===== config.mk =====
export PLATFORM = sky130hd
export DESIGN_NAME = rsf_top
export DESIGN_NICKNAME = d
export VERILOG_FILES = /design/src/inc/rsf_pkg.sv /design/src/hdl/rsf_top.sv /design/src/hdl/rsf_sync.sv /design/src/hdl/rsf_delay.sv
export VERILOG_INCLUDE_DIRS = /design/src /design/src/inc
export SDC_FILE = /design/constraint.sdc
export NUM_CORES = 1
export LEC_CHECK = 0
export BUFFER_PORTS_ARGS = -buffer_cell sky130_fd_sc_hd__buf_2
export CORE_ASPECT_RATIO = 1.2
export CORE_UTILIZATION = 48
export DETAILED_ROUTE_END_ITERATION = 16
export GPL_ROUTABILITY_DRIVEN = 1
export PLACE_DENSITY = 0.83
export SETUP_SLACK_MARGIN = 0.4
export SYNTH_ARGS = -nofsm -noshare
export SYNTH_HDL_FRONTEND = slang
export SYNTH_SLANG_ARGS = --single-unit

===== constraint.sdc =====
create_clock -name clk -period 5.59 [get_ports clk]
set_clock_uncertainty 0.1 [all_clocks]
set_input_delay 1.118 -clock clk [delete_from_list [all_inputs] [get_ports clk]]
set_output_delay 1.118 -clock clk [all_outputs]
set_load 0.01 [all_outputs]

===== src/inc/rsf_params.svh =====
`ifndef RSF_PARAMS_SVH
`define RSF_PARAMS_SVH
// ==========================================
// register map
`define RSF_ADDR_FLAGS 8'h00
`define RSF_ADDR_CFG 8'h04
`define RSF_ADDR_STAT 8'h08
// ==========================================
// flag bit positions
`define RSF_BIT_POR 0
`define RSF_BIT_BROWN_OUT 1
`define RSF_BIT_IDLE 2
`define RSF_BIT_SLEEP 3
`define RSF_BIT_WATCHDOG 4
`define RSF_BIT_SOFT 6
`define RSF_BIT_EXTERNAL 7
`define RSF_BIT_MISMATCH 9
`define RSF_BIT_ILLEGAL 14
`define RSF_BIT_TRAP 15
`define RSF_FLAG_MASK 16'hc2df
`define RSF_FLAGS_POR_VALUE 16'h0003
// ==========================================
// timing
`define RSF_CLK_HZ 40000000
`define RSF_BROWN_EXT_US 100
`define RSF_BROWN_EXT_CYC ((`RSF_BROWN_EXT_US * (`RSF_CLK_HZ / 1000000)))
`define RSF_DELAY_UNIT_CYC (`RSF_CLK_HZ / 1000)
`define RSF_HARD_TRAP_MIN 4'hd
`define RSF_EXTRST_FILT_CYC 4
`define RSF_CFG_RESET 3'h0
`define RSF_RESET_VECTOR 24'h000000
`define RSF_ILLEGAL_UPPER 8'h3f
`endif


===== src/inc/rsf_pkg.sv =====
package rsf_pkg;
	typedef enum logic [1:0] {
		RSF_RUN,
		RSF_HOLD_COLD,
		RSF_HOLD_WARM
	} rsf_state_t;
	typedef logic [15:0] rsf_flags_t;
endpackage : rsf_pkg


===== src/hdl/rsf_top.sv =====
// Our own choices: the register offsets and register access over AHB-Lite.
`timescale 1ns/100ps
`default_nettype none
`include "rsf_params.svh"
module rsf_top
	import rsf_pkg::*;
#(
	parameter int BROWN_EXT_CYC = `RSF_BROWN_EXT_CYC,
	parameter int DELAY_UNIT_CYC = `RSF_DELAY_UNIT_CYC // one millisecond of clock cycles
) (
	input wire logic clk, // system clock, 40 MHz
	input wire logic sys_rst, // power-on reset, sync, active high
	input wire logic brown_out_low, // supply below brown_out_threshold, async
	input wire logic external_reset_pin, // external reset pin, low = reset
	input wire logic reset_instr, // software reset instruction strobe
	input wire logic watchdog_timeout, // watchdog time-out pulse
	input wire logic cpu_sleep_idle, // core in sleep or idle
	input wire logic power_save_sleep, // power save sleep instruction
	input wire logic power_save_idle, // power save idle instruction
	input wire logic watchdog_clear_instruction, // watchdog clear strobe
	input wire logic hard_trap_req, // hard trap request strobe
	input wire logic [3:0] hard_trap_level, // level of that trap
	input wire logic [3:0] active_trap_level, // level now processed, 0 none
	input wire logic [15:0] pin_select_regs, // pin-select control word
	input wire logic [15:0] pin_select_shadow, // its shadow copy
	input wire logic opcode_valid, // instruction about to execute
	input wire logic [7:0] opcode_upper, // upper instruction byte
	input wire logic [3:0] ptr_reg_sel, // working reg used as pointer
	input wire logic ptr_use, // pointer use strobe
	input wire logic [3:0] wreg_wr_sel, // working reg written
	input wire logic wreg_wr, // working reg write strobe
	input wire logic program_flow_change, // branch/call/return
	input wire logic vector_flow_change, // vector load
	input wire logic flow_target_restricted, // target is protected
	input wire logic [2:0] initial_clock_select, // configured clock source
	input wire logic [2:0] current_clock_select, // running clock source
	input wire logic hclk_unused, // spare, tie low
	input wire logic hsel, // ahb select
	input wire logic [7:0] haddr, // ahb address
	input wire logic [1:0] htrans, // ahb transfer type
	input wire logic hwrite, // ahb write
	input wire logic [2:0] hsize, // ahb size
	input wire logic [31:0] hwdata, // ahb write data
	input wire logic hready, // ahb ready in
	output logic [31:0] hrdata, // ahb read data
	output logic hreadyout, // ahb ready out
	output logic hresp, // ahb response, always okay
	output logic system_reset_n, // system reset, low active
	output logic wreg_clear, // clear working registers
	output logic wake_req, // watchdog wake from sleep/idle
	output logic [2:0] clock_select, // clock source after reset
	output logic [23:0] reset_vector // fetch address after release
);
	// ==========================================
	// pin conditioning
	logic ext_filt;
	logic brown_s1_q;
	logic brown_s2_q;
	always_ff @(posedge clk) begin
		brown_s1_q <= brown_out_low;
		brown_s2_q <= brown_s1_q;
	end
	rsf_sync #(.FILT(`RSF_EXTRST_FILT_CYC)) u_ext (
		.clk(clk),
		.sys_rst(sys_rst),
		.pin_in(external_reset_pin),
		.rst_val(1'b1),
		.filt_out(ext_filt)
	);
	// ==========================================
	// register state
	rsf_flags_t flags_q;
	rsf_flags_t flags_d;
	logic [2:0] delay_sel_q;
	logic [15:0] wreg_init_q;
	logic [2:0] clk_sel_q;
	rsf_state_t st_q;
	logic ext_prev_q;
	// ==========================================
	// reset causes
	wire [15:0] delay_ms = (delay_sel_q == 3'h0) ? 16'h0 : (16'h1 << delay_sel_q);
	wire [31:0] cold_load = 32'(BROWN_EXT_CYC) + 32'(delay_ms) * 32'(DELAY_UNIT_CYC);
	wire cold_done;
	wire ext_fall = ext_prev_q && !ext_filt;
	wire wdt_rst = watchdog_timeout && !cpu_sleep_idle;
	wire trap_conf = hard_trap_req && hard_trap_level >= `RSF_HARD_TRAP_MIN && active_trap_level > hard_trap_level;
	wire cfg_mis = pin_select_regs != pin_select_shadow;
	wire ill_op = opcode_valid && opcode_upper == `RSF_ILLEGAL_UPPER;
	wire uninit = ptr_use && !wreg_init_q[ptr_reg_sel] && !(ptr_reg_sel == 4'hf);
	wire sec_rst = (program_flow_change || vector_flow_change) && flow_target_restricted;
	wire illegal = ill_op || uninit || sec_rst;
	wire warm = ext_fall || reset_instr || wdt_rst || trap_conf || cfg_mis || illegal;
	// ==========================================
	// bus decode
	logic ph_wr_q;
	logic ph_rd_q;
	logic [7:0] ph_addr_q;
	wire bus_go = hsel && htrans[1] && hready;
	wire wr_flags = ph_wr_q && ph_addr_q == `RSF_ADDR_FLAGS;
	wire wr_cfg = ph_wr_q && ph_addr_q == `RSF_ADDR_CFG;
	always_ff @(posedge clk) begin
		if (sys_rst) begin
			ph_wr_q <= 1'b0;
			ph_rd_q <= 1'b0;
			ph_addr_q <= 8'h00;
		end else begin
			ph_wr_q <= bus_go && hwrite;
			ph_rd_q <= bus_go && !hwrite;
			ph_addr_q <= haddr;
		end
	end
	assign hreadyout = 1'b1;
	assign hresp = 1'b0;
	always_ff @(posedge clk) begin
		if (sys_rst) begin
			hrdata <= 32'h0;
		end else if (bus_go && !hwrite) begin
			case (haddr)
				`RSF_ADDR_FLAGS: hrdata <= {16'h0, flags_q};
				`RSF_ADDR_CFG: hrdata <= {29'h0, delay_sel_q};
				`RSF_ADDR_STAT: hrdata <= {28'h0, clk_sel_q, st_q != RSF_RUN};
				default: hrdata <= 32'h0;
			endcase
		end
	end
	// ==========================================
	// sequencer
	rsf_delay u_cold (
		.clk(clk),
		.sys_rst(sys_rst),
		.restart(brown_s2_q),
		.load(cold_load),
		.done(cold_done)
	);
	always_ff @(posedge clk) begin
		if (sys_rst) begin
			st_q <= RSF_HOLD_COLD;
			ext_prev_q <= 1'b1;
		end else begin
			ext_prev_q <= ext_filt;
			case (st_q)
				RSF_RUN: begin
					if (brown_s2_q) begin
						st_q <= RSF_HOLD_COLD;
					end else if (warm) begin
						st_q <= RSF_HOLD_WARM;
					end
				end
				RSF_HOLD_COLD: begin
					if (cold_done) begin
						st_q <= RSF_RUN;
					end
				end
				RSF_HOLD_WARM: begin
					if (brown_s2_q) begin
						st_q <= RSF_HOLD_COLD;
					end else if (ext_filt) begin
						st_q <= RSF_RUN;
					end
				end
				default: st_q <= RSF_HOLD_COLD;
			endcase
		end
	end
	// watchdog reset also drops reset combinationally, without waiting for the state
	assign system_reset_n = st_q == RSF_RUN && !wdt_rst && !brown_s2_q;
	assign wake_req = watchdog_timeout && cpu_sleep_idle;
	assign wreg_clear = st_q != RSF_RUN;
	assign reset_vector = `RSF_RESET_VECTOR;
	assign clock_select = clk_sel_q;
	// ==========================================
	// clock source and working register tracking
	always_ff @(posedge clk) begin
		if (sys_rst) begin
			clk_sel_q <= `RSF_CFG_RESET;
			delay_sel_q <= `RSF_CFG_RESET;
		end else begin
			if (st_q == RSF_HOLD_COLD) begin
				clk_sel_q <= initial_clock_select;
			end else if (st_q == RSF_RUN) begin
				clk_sel_q <= current_clock_select;
			end
			if (wr_cfg) begin
				delay_sel_q <= hwdata[2:0];
			end
		end
	end
	always_ff @(posedge clk) begin
		if (sys_rst || st_q != RSF_RUN) begin
			wreg_init_q <= 16'h8000;
		end else if (wreg_wr) begin
			wreg_init_q[wreg_wr_sel] <= 1'b1;
		end
	end
	// ==========================================
	// flags: hardware set wins over software write
	always_comb begin
		flags_d = flags_q;
		if (wr_flags) begin
			flags_d = hwdata[15:0] & `RSF_FLAG_MASK;
		end
		if (watchdog_clear_instruction || power_save_sleep || power_save_idle) begin
			flags_d[`RSF_BIT_WATCHDOG] = 1'b0;
		end
		if (power_save_sleep) begin
			flags_d[`RSF_BIT_SLEEP] = 1'b1;
		end
		if (power_save_idle) begin
			flags_d[`RSF_BIT_IDLE] = 1'b1;
		end
		if (st_q == RSF_RUN) begin
			if (ext_fall) flags_d[`RSF_BIT_EXTERNAL] = 1'b1;
			if (reset_instr) flags_d[`RSF_BIT_SOFT] = 1'b1;
			if (watchdog_timeout) flags_d[`RSF_BIT_WATCHDOG] = 1'b1;
			if (trap_conf) flags_d[`RSF_BIT_TRAP] = 1'b1;
			if (cfg_mis) flags_d[`RSF_BIT_MISMATCH] = 1'b1;
			if (illegal) flags_d[`RSF_BIT_ILLEGAL] = 1'b1;
		end
		if (brown_s2_q) begin
			flags_d = (flags_q & (16'h1 << `RSF_BIT_EXTERNAL)) | (16'h1 << `RSF_BIT_BROWN_OUT);
			flags_d[`RSF_BIT_POR] = flags_q[`RSF_BIT_POR];
		end
	end
	always_ff @(posedge clk) begin
		if (sys_rst) begin
			flags_q <= `RSF_FLAGS_POR_VALUE;
		end else begin
			flags_q <= flags_d;
		end
	end
	wire unused_ok = hclk_unused ^ ^hsize ^ ph_rd_q ^ htrans[0];
endmodule : rsf_top
`default_nettype wire


===== src/hdl/rsf_sync.sv =====
`timescale 1ns/100ps
`default_nettype none
// two-flop synchroniser plus a hold filter for a pin input
module rsf_sync #(
	parameter int FILT = 4
) (
	input wire logic clk, // system clock
	input wire logic sys_rst, // sync reset
	input wire logic pin_in, // raw pin level
	input wire logic rst_val, // unused; filt_out always resets high
	output logic filt_out // filtered level
);
	logic s1_q;
	logic s2_q;
	logic [7:0] cnt_q;
	always_ff @(posedge clk) begin
		s1_q <= pin_in;
		s2_q <= s1_q;
	end
	// ==========================================
	// level only accepted after it has stood FILT cycles
	always_ff @(posedge clk) begin
		if (sys_rst) begin
			cnt_q <= 8'h00;
			filt_out <= 1'b1;
		end else if (s2_q == filt_out) begin
			cnt_q <= 8'h00;
		end else if (cnt_q == 8'(FILT - 1)) begin
			cnt_q <= 8'h00;
			filt_out <= s2_q;
		end else begin
			cnt_q <= cnt_q + 8'h01;
		end
	end
	wire unused_ok = rst_val;
endmodule : rsf_sync
`default_nettype wire


===== src/hdl/rsf_delay.sv =====
`timescale 1ns/100ps
`default_nettype none
// down-counter that restarts whenever restart is high
module rsf_delay (
	input wire logic clk, // system clock
	input wire logic sys_rst, // sync reset
	input wire logic restart, // reload and hold
	input wire logic [31:0] load, // cycles to wait
	output logic done // delay expired
);
	logic [31:0] cnt_q;
	always_ff @(posedge clk) begin
		if (sys_rst || restart) begin
			cnt_q <= load;
		end else if (cnt_q != 32'h0) begin
			cnt_q <= cnt_q - 32'h1;
		end
	end
	assign done = !restart && (cnt_q == 32'h0);
endmodule : rsf_delay
`default_nettype wire


==> qor.csv <==
metric;value;unit
Async SR Flop Fraction;0;
Synth Cell Area;0.00634;mm^2
most common cell in the netlist;nor2_1;
Final Critical Period;4910;ps
top cells by count, synth;nor2_1 (88), dfxtp_1 (66), buf_4 (48), xnor2_1 (43), a21oi_1 (41);
Slew @ Worst Pin;1030;ps
die footprint;0.0137;mm^2
Setup-failing EPs final;0;
Synth area leader;dfxtp_1;
share of cells above drive strength 1;0.216;
TritonCTS clock tree;built;
initial antenna violation count;0;
Most common cell on crit path;ha_1;
RSZ-0062 raised after global routing;no;
# IOs;192;
Core ar.;0.0128;mm^2
Post-DRT Antenna Nets;0;
Post-route DRC;0;
Hold-fix buffers, CTS;0;
synth top area cells;dfxtp_1 (21%), edfxtp_1 (15%), ha_1 (7.7%);
number of global-route vias before repair;4874;
sequential share of the synthesized area;0.360;
Crit Path Class;flip-flop to flip-flop;
routed vias;5101;
Synth Area per Inst;9.29;um^2
Yosys warnings;0;
grt ovf;0;
H-tree depth;3;
CP max-delay cell;fa_1;
Worst Path Required;5560;ps
Worst Hold Path EP;brown_s2_q;
number of vias per cell;5.28;
Post-Route WL;13900;um
part of the cycle the worst path needs;0.878;
final setup margin;683;ps
worst-path fanout max;12;
Syn Inst Count;683;
TritonCTS Buffers;9;
post-synth cell types;68;
crit end category;flip-flop;
critical path depth;16;
most frequently used flop master after synthesis;dfxtp_1;
post-cts sizing count;0;
DP HPWL;10600;um
Core Rows;45;
number of diodes;0;
Peak VDD IR;0.000241;V
CTS clk-pin slew, worst paths;70;ps
largest net degree at the start of global routing;38;
HP Start;brown_s1_q;
Bufs and invs on worst path;2;
worst hold path class;flip-flop to flip-flop;
final-report max-slew violation count;0;
post-synth top area share;0.208;
post-CTS setup buffer count;0;
first drt pass iteration count;5;
MaxCap Viol Count;0;
signal arrival time at the worst endpoint;4870;ps
die width;107;um
setup TNS;0;ps
Placer Congestion;0.883;
routed length per instance;14.3;um
Hold Fails Final Rpt;0;
Leakage;3.18;nW
CP Launch Type;flip-flop;
clk buf depth;2;
Largest delay share family, worst path;adder cells;
count of state elements after synthesis;98;
CTS Sinks;98;
Die H;128;um
Power Total;1.51;mW
Nets;972;
r2r setup slk;680;ps
worst stage delay on the critical path;510;ps
root buffer cell;clkbuf_16;
final non-filler cell total;966;
Hold Crit Depth;0;
first-pass GRT wire length;22600;um
Rel. slew slack;0.306;
terminus of the critical flop-to-flop path;u_cold.cnt_q[23];
RR Startpoint;delay_sel_q[1];
I/O Buffers;116;
DRT iter0 DRCs;274;
PwrDens;208;mW/mm^2
fmax;0.204;GHz
outcome;complete, no violations;
reg2reg path depth;16;
crit-path cells;nor2b_1 -> and2_2 -> inv_1 -> fa_1 -> or3_1 -> fa_1 -> inv_1 -> ha_1 -> ha_1 -> ha_1 -> nand4_1 -> or4_1 -> nand3_1 -> nand4_1 -> xnor2_1 -> a21oi_1;
area grow syn2layout;14.1;%
placed insts;950;
worst skew pair latency;350;ps
number of synthesized flops with an enable pin;32;
starting density of the core;0.496;
Global Route Usage Sum;0.210;
DP Worst Slack;602;ps
layout make-up:
class                      instances  area (um^2)
multi-input combinational        533         3700
timing repair buffer             124          641
inverter                          31          116
tap                              164          205
clock buffer                       9          225
clock inverter                     7         70.1
fill                            1158         5540
sequential                        98         2280
worst max path at each step:
stage | from | endpoint | slack [ps]
final | delay_sel_q[1] | u_cold.cnt_q[23] | 680
after global routing | delay_sel_q[1] | u_cold.cnt_q[23] | 370
after CTS | delay_sel_q[1] | u_cold.cnt_q[24] | 550
after detailed placement | delay_sel_q[1] | u_cold.cnt_q[24] | 600
after global placement | delay_sel_q[1] | u_cold.cnt_q[23] | 600
after floorplan | delay_sel_q[2] | u_cold.cnt_q[23] | 720
kinds of logic (layout without fill, tap and decap cells):
group | after synthesis | count (layout) | synth area share
mux | 27 | 27 | 0.0515
xor+xnor | 65 | 65 | 0.0897
other cells | 2 | 49 | 0.00118
simple gates | 241 | 241 | 0.202
compound gates | 104 | 104 | 0.104
flops | 98 | 98 | 0.360
buf+inv | 99 | 171 | 0.0897
fa+ha+maj | 47 | 47 | 0.102
cell usage in the layout, fill, tap and decap left out, types with 3 or more instances in the layout:
cell type / Yosys / routed
a211o_1: 3 / 3
a21o_1: 3 / 3
a21oi_1: 41 / 40
a22oi_1: 8 / 8
a31oi_1: 5 / 4
and3_1: 5 / 5
buf_2: 0 / 116
buf_4: 48 / 8
clkbuf_16: 0 / 9
conb_1: 2 / 49
dfxtp_1: 66 / 64
edfxtp_1: 32 / 32
fa_1: 8 / 8
ha_1: 39 / 39
inv_1: 31 / 31
inv_6: 0 / 3
mux2_2: 5 / 5
mux2i_1: 18 / 18
mux4_2: 4 / 4
nand2_1: 27 / 27
nand2b_1: 5 / 5
nand3_1: 16 / 16
nand3b_1: 5 / 5
nand4_1: 8 / 8
nor2_1: 88 / 88
nor2b_1: 22 / 22
nor3_1: 16 / 16
nor3b_1: 6 / 6
nor4_1: 9 / 9
o2111ai_1: 3 / 3
o21a_1: 3 / 3
o21ai_0: 16 / 16
o21ai_1: 4 / 4
or2_2: 4 / 4
or3_1: 8 / 8
or4_1: 4 / 4
xnor2_1: 43 / 43
xor2_1: 22 / 22
report_power, final:
group          switching, mW  internal [mW]  leakage [nW]
sequential            0.0112          0.745         0.901
combinational         0.0775         0.0617          2.13
clock                  0.298          0.314         0.142
total                  0.386           1.12          3.18
metal layers:
| layer | track usage | part of all wire |
|---|---|---|
| met5 | 0 | 0 |
| met4 | 0.0733 | 0.022 |
| met3 | 0.0381 | 0.047 |
| met1 | 0.246 | 0.41 |
| met2 | 0.381 | 0.53 |
worst reg2reg max path, cell delays in order, from the launching register on:
cell	delay, ps
dfxtp_2	390
nor2b_1	230
and2_2	250
inv_1	70
fa_1	420
or3_1	380
fa_1	510
inv_1	40
ha_1	290
ha_1	300
ha_1	400
nand4_1	200
or4_1	510
nand3_1	140
nand4_1	140
xnor2_1	190
a21oi_1	90
stage by stage:
stage / util / cell area [um^2] / hold WS [ps]
2_1_floorplan: - / 6520 / 210
3_3_place_gp: 0.541 / 6910 / 211
3_5_place_dp: 0.541 / 6910 / 212
4_1_cts: 0.564 / 7210 / 229
5_1_grt: 0.567 / 7240 / 236
6_report: 0.567 / 7240 / 229
state kept, by name (all words and copies together), names as in the netlist, 2 cells and up:
| signal | count |
|---|---|
| clock_select | 3 |
| delay_sel_q | 3 |
| flags_q | 10 |
| hrdata | 10 |
| ph_addr_q | 8 |
| st_q | 2 |
| u_cold.cnt_q | 32 |
| u_ext.cnt_q | 8 |
| wreg_init_q | 15 |
Power figures use the tool's default switching activity.
